`src/trip_pkg.sv`:
```
package trip_pkg;

	// ----------------------------------------------------------------
	// Word layout
	// ----------------------------------------------------------------
	localparam int WORD_W    = 16;
	localparam int LOG_DEPTH = 10;

	typedef logic [WORD_W-1:0] fault_word_t;
	typedef fault_word_t [LOG_DEPTH-1:0] fault_log_t;

	// Bit of each trip source in every fault word
	localparam int FB_OVERSPEED     = 0;
	localparam int FB_MISSING_PULSE = 1;
	localparam int FB_FIELD_OVER_I  = 2;
	localparam int FB_HEATSINK      = 3;
	localparam int FB_THERMISTOR    = 4;
	localparam int FB_OVER_VOLTS    = 5;
	localparam int FB_SPEED_FBK     = 6;
	localparam int FB_ENCODER       = 7;
	localparam int FB_FIELD_FAIL    = 8;
	localparam int FB_SUPPLY_PHASE  = 9;
	localparam int FB_PHASE_LOCK    = 10;
	localparam int FB_LINK_RX_ERR   = 11;
	localparam int FB_STALL         = 12;
	localparam int FB_OVER_I        = 13;
	localparam int FB_MISC          = 14;
	localparam int FB_CT_FAIL       = 15;

	// ----------------------------------------------------------------
	// Reset values
	// ----------------------------------------------------------------
	localparam fault_word_t NO_ALARMS = 16'h0000;
	localparam logic        RUN_RST   = 1'b0;

	// ----------------------------------------------------------------
	// Timing
	// ----------------------------------------------------------------
	localparam int CLK_HZ           = 50_000_000;
	localparam int MS_PER_S         = 1000;
	localparam int MS_TICK_CYC      = CLK_HZ / MS_PER_S;
	localparam int DELAY_W          = 16;
	localparam int OVERSPEED_MS     = 50;
	localparam int MISSING_PULSE_MS = 60_000;
	localparam int DEFAULT_DELAY_MS = 1;

	// Status outputs travel together
	typedef struct packed {
		logic power_enable;
		logic ok_lamp;
		logic ok_output_terminal;
		logic alarm_shown;
	} status_t;

endpackage

```
`src/trip_qualifier.sv`:
```
`timescale 1ns/1ps
`default_nettype none
module trip_qualifier
	import trip_pkg::*;
#(
	parameter int CNT_W = DELAY_W
) (
	// Clock and reset
	input  wire logic             clk,
	input  wire logic             rst,
	// Timing
	input  wire logic             ms_tick,
	input  wire logic [CNT_W-1:0] delay_ms,
	// Condition
	input  wire logic             cond,
	output logic                  qual_q
);

	logic [CNT_W-1:0] cnt_q;

	// Any drop of the condition restarts the whole delay
	always_ff @(posedge clk or posedge rst) begin
		if (rst) begin
			cnt_q <= '0;
		end else if (!cond) begin
			cnt_q <= '0;
		end else if (ms_tick && cnt_q < delay_ms) begin
			cnt_q <= cnt_q + CNT_W'(1);
		end
	end

	always_ff @(posedge clk or posedge rst) begin
		if (rst) begin
			qual_q <= 1'b0;
		end else begin
			qual_q <= cond && (cnt_q >= delay_ms);
		end
	end

endmodule
`default_nettype wire

```
`src/trip_latch_and_fault_log.sv`:
```
`timescale 1ns/1ps
`default_nettype none
module trip_latch_and_fault_log
	import trip_pkg::*;
#(
	parameter int                              TICK_CYC = MS_TICK_CYC,
	parameter logic [WORD_W-1:0][DELAY_W-1:0] DELAY_MS = {
		{13{DELAY_W'(DEFAULT_DELAY_MS)}},
		DELAY_W'(DEFAULT_DELAY_MS),
		DELAY_W'(MISSING_PULSE_MS),
		DELAY_W'(OVERSPEED_MS)
	}
) (
	// Clock and power-up reset
	input  wire logic        clk,
	input  wire logic        rst,
	// Raw trip conditions, one bit per source, and the miscellaneous trip code
	input  wire fault_word_t fault_cond,
	input  wire fault_word_t misc_code,
	// Start and run sequencing
	input  wire logic        run_request_input,
	input  wire logic        run_hold_input,
	input  wire logic        panel_run_key,
	input  wire logic        panel_stop_key,
	// Operator panel keys
	input  wire logic        ack_key,
	input  wire logic        down_key,
	// Status and records
	output status_t          status_q,
	output fault_word_t      active_fault_vector,
	output fault_word_t      first_fault_capture,
	output fault_word_t      latest_fault_code,
	output fault_log_t       fault_log
);

	localparam int TICK_W = $clog2(TICK_CYC + 1);

	// ----------------------------------------------------------------
	// Millisecond tick
	// ----------------------------------------------------------------
	logic [TICK_W-1:0] tick_cnt_q;
	logic              ms_tick_q;

	always_ff @(posedge clk or posedge rst) begin
		if (rst) begin
			tick_cnt_q <= '0;
			ms_tick_q  <= 1'b0;
		end else if (tick_cnt_q == TICK_W'(TICK_CYC - 1)) begin
			tick_cnt_q <= '0;
			ms_tick_q  <= 1'b1;
		end else begin
			tick_cnt_q <= tick_cnt_q + TICK_W'(1);
			ms_tick_q  <= 1'b0;
		end
	end

	// ----------------------------------------------------------------
	// Delay qualification per source
	// ----------------------------------------------------------------
	fault_word_t qual;

	// A transient that spans fewer ms ticks than its delay never reaches the latch
	for (genvar i = 0; i < WORD_W; i++) begin : g_qual
		trip_qualifier #(
			.CNT_W (DELAY_W)
		) u_qual (
			.clk      (clk),
			.rst      (rst),
			.ms_tick  (ms_tick_q),
			.delay_ms (DELAY_MS[i]),
			.cond     (fault_cond[i]),
			.qual_q   (qual[i])
		);
	end

	// ----------------------------------------------------------------
	// Start sequencing
	// ----------------------------------------------------------------
	logic panel_run_q;
	logic run_prev_q;
	logic run_now;
	logic start_rise;

	// Stop key wins so a stuck run key cannot hold the drive on
	always_ff @(posedge clk or posedge rst) begin
		if (rst) begin
			panel_run_q <= RUN_RST;
		end else if (panel_stop_key) begin
			panel_run_q <= 1'b0;
		end else if (panel_run_key) begin
			panel_run_q <= 1'b1;
		end
	end

	assign run_now = (run_request_input && run_hold_input) || panel_run_q;

	always_ff @(posedge clk or posedge rst) begin
		if (rst) begin
			run_prev_q <= RUN_RST;
		end else begin
			run_prev_q <= run_now;
		end
	end

	// Run must be removed and reapplied before it counts as reset
	assign start_rise = run_now && !run_prev_q;

	// ----------------------------------------------------------------
	// Trip latch
	// ----------------------------------------------------------------
	fault_word_t latched_q;
	fault_word_t latched_d;
	fault_word_t new_ev;
	logic        trip_d;

	// Newly qualified sources, each on its own bit
	assign new_ev = qual & ~latched_q;

	always_comb begin
		latched_d = latched_q;
		if (start_rise) begin
			latched_d = latched_q & fault_cond;
		end
		latched_d = latched_d | qual;
	end

	assign trip_d = |latched_d;

	always_ff @(posedge clk or posedge rst) begin
		if (rst) begin
			latched_q <= NO_ALARMS;
		end else begin
			latched_q <= latched_d;
		end
	end

	assign active_fault_vector = latched_q;

	// ----------------------------------------------------------------
	// Status outputs
	// ----------------------------------------------------------------
	// Acknowledge only hides the message; the latch ignores it
	always_ff @(posedge clk or posedge rst) begin
		if (rst) begin
			status_q <= '0;
		end else begin
			status_q.power_enable       <= run_now && !trip_d;
			status_q.ok_lamp            <= !trip_d;
			status_q.ok_output_terminal <= !trip_d;
			if (|new_ev) begin
				status_q.alarm_shown <= 1'b1;
			end else if (ack_key) begin
				status_q.alarm_shown <= 1'b0;
			end else if (start_rise && !trip_d) begin
				status_q.alarm_shown <= 1'b0;
			end
		end
	end

	// ----------------------------------------------------------------
	// First fault, latest fault, log
	// ----------------------------------------------------------------
	// Simultaneous first trips are kept together as a sum of bits
	always_ff @(posedge clk or posedge rst) begin
		if (rst) begin
			first_fault_capture <= NO_ALARMS;
		end else if (start_rise) begin
			// A trip that qualifies on the restart edge itself is still the first one
			first_fault_capture <= (latched_d == new_ev) ? new_ev : NO_ALARMS;
		end else if (latched_q == NO_ALARMS && |new_ev) begin
			first_fault_capture <= new_ev;
		end
	end

	// An event in the cycle of a down key press is kept
	always_ff @(posedge clk or posedge rst) begin
		if (rst) begin
			latest_fault_code <= NO_ALARMS;
		end else if (|new_ev) begin
			latest_fault_code <= new_ev[FB_MISC] ? misc_code : new_ev;
		end else if (down_key) begin
			latest_fault_code <= NO_ALARMS;
		end
	end

	always_ff @(posedge clk or posedge rst) begin
		if (rst) begin
			fault_log <= '0;
		end else if (|new_ev) begin
			for (int k = LOG_DEPTH - 1; k > 0; k--) begin
				fault_log[k] <= fault_log[k-1];
			end
			fault_log[0] <= new_ev;
		end
	end

	// ----------------------------------------------------------------
	// Assertions
	// ----------------------------------------------------------------
	trip_disable_a: assert property (@(posedge clk) disable iff (rst)
		(|qual) |=> !status_q.power_enable)
		else $error("power stage still enabled after trip");

	latch_hold_a: assert property (@(posedge clk) disable iff (rst)
		!start_rise |=> ((latched_q & $past(latched_q)) == $past(latched_q)))
		else $error("latched trip lost without reset");

	// The lamp is dark while reset holds, so the edges around release are skipped
	lamp_off_a: assert property (@(posedge clk) disable iff (rst)
		!$past(rst) |-> (status_q.ok_lamp == (latched_q == NO_ALARMS)))
		else $error("ok lamp disagrees with latch");

	terminal_low_a: assert property (@(posedge clk) disable iff (rst)
		(|latched_q) |-> !status_q.ok_output_terminal)
		else $error("ok terminal high during trip");

	ack_no_restart_a: assert property (@(posedge clk) disable iff (rst)
		(ack_key && |latched_q && !start_rise) |=> (|latched_q) && !status_q.power_enable)
		else $error("acknowledge affected latch");

	no_restart_a: assert property (@(posedge clk) disable iff (rst)
		status_q.power_enable |-> (latched_q == NO_ALARMS))
		else $error("power enabled with trip latched");

	selective_clear_a: assert property (@(posedge clk) disable iff (rst)
		start_rise |=> ((latched_q & $past(latched_q & fault_cond))
			== $past(latched_q & fault_cond)))
		else $error("persisting trip was cleared");

	first_hold_a: assert property (@(posedge clk) disable iff (rst)
		(first_fault_capture != NO_ALARMS && !start_rise) |=> $stable(first_fault_capture))
		else $error("first fault capture overwritten");

	first_clear_a: assert property (@(posedge clk) disable iff (rst)
		(start_rise && new_ev == NO_ALARMS) |=> first_fault_capture == NO_ALARMS)
		else $error("first fault capture not cleared on start");

	down_clear_a: assert property (@(posedge clk) disable iff (rst)
		(down_key && new_ev == NO_ALARMS) |=> latest_fault_code == NO_ALARMS)
		else $error("latest fault not cleared by down key");

	log_shift_a: assert property (@(posedge clk) disable iff (rst)
		(|new_ev) |=> (fault_log[1] == $past(fault_log[0]))
			&& (fault_log[0] == $past(new_ev)))
		else $error("fault log did not shift");

	late_trip_a: assert property (@(posedge clk) disable iff (rst)
		(|latched_q && |qual) |=> ((latched_q & $past(qual)) == $past(qual)))
		else $error("trip after stop not latched");

	power_drop_a: assert property (@(posedge clk) disable iff (rst)
		!run_now |=> !status_q.power_enable)
		else $error("power enabled without run");

	clear_free_a: assert property (@(posedge clk) disable iff (rst)
		start_rise |=> ((latched_q & $past(~fault_cond & ~qual)) == NO_ALARMS))
		else $error("ended trip not cleared on restart");

	power_on_a: assert property (@(posedge clk) disable iff (rst)
		(run_now && latched_d == NO_ALARMS) |=> status_q.power_enable)
		else $error("power not enabled with run and no trip");

	relight_a: assert property (@(posedge clk) disable iff (rst)
		(start_rise && latched_d == NO_ALARMS)
			|=> status_q.ok_lamp && status_q.ok_output_terminal && !status_q.alarm_shown)
		else $error("lamp or view not restored after reset");

	ack_clear_a: assert property (@(posedge clk) disable iff (rst)
		(ack_key && new_ev == NO_ALARMS) |=> !status_q.alarm_shown)
		else $error("acknowledge left alarm shown");

	shown_hold_a: assert property (@(posedge clk) disable iff (rst)
		(status_q.alarm_shown && !ack_key && !start_rise) |=> status_q.alarm_shown)
		else $error("alarm message dropped without cause");

	alarm_show_a: assert property (@(posedge clk) disable iff (rst)
		(|new_ev && !new_ev[FB_MISC])
			|=> status_q.alarm_shown && (latest_fault_code == $past(new_ev)))
		else $error("new trip not shown or recorded");

	misc_latest_a: assert property (@(posedge clk) disable iff (rst)
		new_ev[FB_MISC] |=> (latest_fault_code == $past(misc_code)))
		else $error("miscellaneous trip code not recorded");

	first_take_a: assert property (@(posedge clk) disable iff (rst)
		(|new_ev && latched_d == new_ev) |=> (first_fault_capture == $past(new_ev)))
		else $error("first fault not captured");

	own_bit_a: assert property (@(posedge clk) disable iff (rst)
		(|new_ev) |=> ((active_fault_vector & $past(new_ev)) == $past(new_ev)))
		else $error("new trip bit missing from vector");

	// Holds only while every delay is at least one tick; a zero delay passes single edges
	qual_cause_a: assert property (@(posedge clk) disable iff (rst)
		((qual & ~$past(qual)) & ~($past(fault_cond) & $past(fault_cond, 2))) == NO_ALARMS)
		else $error("trip qualified without a held condition");

	log_deep_a: assert property (@(posedge clk) disable iff (rst)
		(|new_ev) |=> (fault_log[LOG_DEPTH-1] == $past(fault_log[LOG_DEPTH-2])))
		else $error("oldest log entry not shifted");

	log_still_a: assert property (@(posedge clk) disable iff (rst)
		(new_ev == NO_ALARMS) |=> $stable(fault_log))
		else $error("fault log changed without an event");

	// ----------------------------------------------------------------
	// Coverage
	// ----------------------------------------------------------------
	trip_cover_c: cover property (@(posedge clk) disable iff (rst)
		status_q.power_enable ##1 !status_q.power_enable && |latched_q);

	reset_cover_c: cover property (@(posedge clk) disable iff (rst)
		(|latched_q) ##1 start_rise ##1 (latched_q == NO_ALARMS));

	late_trip_cover_c: cover property (@(posedge clk) disable iff (rst)
		(|latched_q && !status_q.power_enable && |new_ev));

	log_full_cover_c: cover property (@(posedge clk) disable iff (rst)
		fault_log[LOG_DEPTH-1] != NO_ALARMS);

	multi_trip_cover_c: cover property (@(posedge clk) disable iff (rst)
		(|new_ev) && !$onehot(new_ev));

endmodule
`default_nettype wire

```
`config.mk`:
```
export PLATFORM = sky130hd
export DESIGN_NAME = trip_latch_and_fault_log
export DESIGN_NICKNAME = d
export VERILOG_FILES = /design/src/trip_pkg.sv /design/src/trip_qualifier.sv /design/src/trip_latch_and_fault_log.sv
export SDC_FILE = /design/constraint.sdc
export NUM_CORES = 1
export LEC_CHECK = 0
export BUFFER_PORTS_ARGS = -buffer_cell sky130_fd_sc_hd__buf_2
export CAP_MARGIN = 10
export CORE_MARGIN = 8
export CORE_UTILIZATION = 60
export DETAILED_ROUTE_END_ITERATION = 6
export PLACE_DENSITY_LB_ADDON = 0.1
export SYNTH_ARGS = -nofsm -noshare
export SYNTH_HDL_FRONTEND = slang
export SYNTH_SLANG_ARGS = --single-unit
```
`constraint.sdc`:
```
create_clock -name clk -period 33.4 [get_ports clk]
set_input_delay 1.67 -clock clk [delete_from_list [all_inputs] [get_ports clk]]
set_output_delay 1.67 -clock clk [all_outputs]
set_load 0.02 [all_outputs]
```
==> impl_metrics.csv <==
group,metric,value,unit
clock_network,htree_levels,2,
place,dp_hpwl,32.9,mm
place,placed_area,0.0215,sq mm
worst_setup_path,path_buf_inv,4,
power_and_ir_drop,switchingPower,0.000299,W
worst_setup_path,crit_path_start_kind,"input pin",
sta,worstMarginPinSlew,964,ps
final_layout,mostFrequentLayoutCell,"nand2_1",
global_route,grt_pass1_vias,13856,
worst_setup_path,crit_arrival,4070,ps
detailed_routing,drtAntennaViolNets,0,
worst_setup_path,worstRegToRegCells,7,
hold_path,hold_class,"flop to flop",
sta,hold_viol_final,0,
yosys,avgSynthCellArea,10.7,sq um
worst_setup_path,reg2reg_to,"status_q[0]",
die,pin_count,252,
global_route,grt_max_degree,183,
detailed_routing,via_per_inst,5.39,
global_route,met3_usage,0.0579,
detailed_routing,wl,47.2,mm
worst_setup_path,rrSetupSlack,30090,ps
final_layout,fill_cells,2396,
job,cap_violations,0,
sta,worst_hold_slack,466,ps
sta,fmax,284,MHz
die,die_w,198,um
clock_network,numCtsBuffers,49,
hold_path,min_path_cells,2,
sta,period_needed,3520,ps
place,portBuffers,251,
final_layout,final_cell_mix,"nand2_1 (512), dfrtp_1 (502), buf_2 (251)",
die,floorplan.initialDensity,0.610,
worst_setup_path,cp_data_required_time,33950,ps
sta,fin_crit_sh,0.105,
power_and_ir_drop,seqPwrFrac,0.510,
detailed_routing,first_iter_violations,986,
power_and_ir_drop,ir_drop,0.0469,mV
power_and_ir_drop,p_leak,12.7,nW
worst_setup_path,cp_max_fo,109,
yosys,synth_fp_nets,1947,
final_layout,fin_area,0.0231,sq mm
global_route,antenna_found_initial,3,
clock_network,clkLatencyLatePin,560,ps
worst_setup_path,criticalPathCategory,"input pin to async pin",
detailed_routing,drcViolationCount,0,
yosys,synth_top_area_frac,0.631,
yosys,ys_types,51,
sta,setup_viol,0,
yosys,syn-cell-area,0.0199,sq mm
global_route,grt_first_pass_wirelength,75.5,mm
final_layout,area_growth,15.9,%
place,gp_congestion,0.882,
clock_network,root_buffer,"clkbuf_16",
worst_setup_path,cp_slowest_cell,"buf_4",
clock_network,cts_setup_buffers,0,
die,rows,66,
yosys,synth_edf_count,0,
worst_setup_path,critPathTopFamily,"buffers and inverters",
sta,slew_viol_final,0,
worst_setup_path,path_common_cell,"buf_4",
clock_network,cts_resized,0,
final_layout,regArea,0.0126,sq mm
yosys,synth_async_sr_flop_share,1.00,
worst_setup_path,r2r_start,"active_fault_vector[13]",
yosys,syn_inst,1860,
die,dieArea,0.0392,sq mm
sta,setup_tns,0,ps
global_route,grt_overflow,0,
global_route,busiest_layer,"met2",
yosys,yosys_warnings,0,
yosys,yosys.area.top_type,"dfrtp_1",
yosys,synthFlopType,"dfrtp_1",
final_layout,nNetsFinal,2181,
clock_network,cts_tree,"done",
yosys,ys_ff_latch,502,
sta,rsz0062_at_grt,"no",
detailed_routing,dr.pass1.iters,5,
detailed_routing,wire_per_inst,18.4,um
clock_network,cts_hold_buf,0,
power_and_ir_drop,combPwrFrac,0.062,
hold_path,min-delay-start,"fault_log[148]",
global_route,grt.met1_usage,0.329,
power_and_ir_drop,p_int,0.000960,W
clock_network,clock_path_buffers,3,
detailed_routing,vias,13868,
power_and_ir_drop,p_clk_frac,0.428,
sta,fin_skew,24.4,ps
worst_setup_path,max_stage_delay,840,ps
power_and_ir_drop,sw_frac_of_total,0.237,
hold_path,whs_endpoint,"fault_log[148]",
yosys,yosys-top-cells-area,"dfrtp_1 (63%), nand2_1 (9.7%), and2_1 (6.9%), ha_1 (3.0%), nor4_1 (1.6%)",
final_layout,multiInputGateArea,0.00683,sq mm
status,status,"complete, no violations",
die,core,0.0326,sq mm
clock_network,clock-sinks,502,
yosys,ys_seq_area_frac,0.631,
die,die-height,198,um
global_route,grt_util_met2,0.381,
final_layout,drive_gt1_frac,0.162,
sta,max_slew_margin,0.358,
worst_setup_path,cp_cell_sequence,"buf_2 > inv_8 > buf_4 > buf_4",
clock_network,clk_pin_slew_worst_paths,60,ps
global_route,grt_usage,0.242,
power_and_ir_drop,p_per_area,54.6,mW/mm^2
worst_setup_path,crit_path_end_kind,"async pin",
Yosys cell counts, types with 2 or more instances:
| library cell | number |
|---|---|
| a21boi_1 | 3 |
| a221o_1 | 15 |
| inv_1 | 54 |
| o31ai_1 | 8 |
| nand4_1 | 31 |
| a211o_1 | 2 |
| nor2_1 | 47 |
| a22o_1 | 2 |
| nor3b_1 | 15 |
| a211oi_1 | 2 |
| clkbuf_1 | 55 |
| dfrtp_1 | 502 |
| or3_1 | 5 |
| o21ai_0 | 39 |
| xor2_1 | 11 |
| o21a_1 | 17 |
| nor3_1 | 5 |
| and2_1 | 218 |
| buf_2 | 20 |
| ha_1 | 47 |
| and3_1 | 18 |
| nand2b_1 | 33 |
| a21oi_1 | 18 |
| nor4_1 | 50 |
| and4_1 | 4 |
| nand2_1 | 512 |
| o31a_1 | 2 |
| mux2i_1 | 14 |
| nand3_1 | 14 |
| nor2b_1 | 36 |
| a22oi_1 | 5 |
| o21ai_1 | 10 |
| xnor2_1 | 28 |
tightest hold or removal path: cells and delay by family (launching register included):
| family | cells | cell delay [ps] |
|---|---|---|
| and+or+nand+nor | 2 | 100 |
| DFF | 1 | 340 |
through the flow:
step                setup WS (ps)  total power (W)  std cells   util
finish                      29880          0.00126       2573  0.707
floorplan                   17710         0.000695       1860      -
CTS                         29760          0.00127       2572  0.707
detailed placement          29190         0.000732       2485  0.659
global route                29420          0.00130       2573  0.707
global placement            29250         0.000730       2485  0.659
flip-flops by register name, summed over array words and instances (netlist names):
signal / flops
g_qual.u_qual.cnt_q: 256
ms_tick_q: 1
fault_log: 160
status_q: 3
active_fault_vector: 16
g_qual.u_qual.qual_q: 16
latest_fault_code: 16
panel_run_q: 1
first_fault_capture: 16
run_prev_q: 1
tick_cnt_q: 16
routing by layer:
layer | wire length, um | share of wire
met1 | 20300 | 0.43
met2 | 21700 | 0.46
met3 | 3600 | 0.076
met4 | 1590 | 0.034
met5 | 8 | 0.00017
power by group through the flow:
stage	registers (W)	logic, W	clock network [W]
2_1_floorplan	0.000669	0.0000266	0
3_3_place_gp	0.000652	0.0000776	0
3_5_place_dp	0.000653	0.0000796	0
4_1_cts	0.000642	0.0000798	0.000548
5_1_grt	0.000644	0.0000867	0.000573
6_report	0.000642	0.0000780	0.000539
cells by family after synthesis:
logic type,after synthesis,synth area share
and+or+nand+nor,996,0.244
DFF,502,0.631
AOI/OAI and AO/OA,131,0.0442
buffers and inverters,131,0.0262
adders and majority gates,47,0.0296
xor gates and xnor gates,39,0.0172
muxes,14,0.00704
area by class of cell:
type	instances	area share
timing repair buffer	260	0.0579
tap	442	0.0240
multi-input combinational	1227	0.296
clock inverter	16	0.00721
antenna	1	0.000108
clock buffer	71	0.0611
sequential	502	0.545
inverter	54	0.00911
worst max-delay path by stage:
stage	from	to	slack, ps	cells after the start
6_report	rst	g_qual[11].u_qual.cnt_q[7]	29880	4
5_1_grt	rst	g_qual[11].u_qual.cnt_q[15]	29420	4
3_5_place_dp	rst	g_qual[10].u_qual.qual_q	29190	4
4_1_cts	rst	g_qual[11].u_qual.cnt_q[5]	29760	4
3_3_place_gp	rst	g_qual[10].u_qual.qual_q	29250	4
2_1_floorplan	rst	active_fault_vector[0]	17710	1
Power figures use the tool's default switching activity.
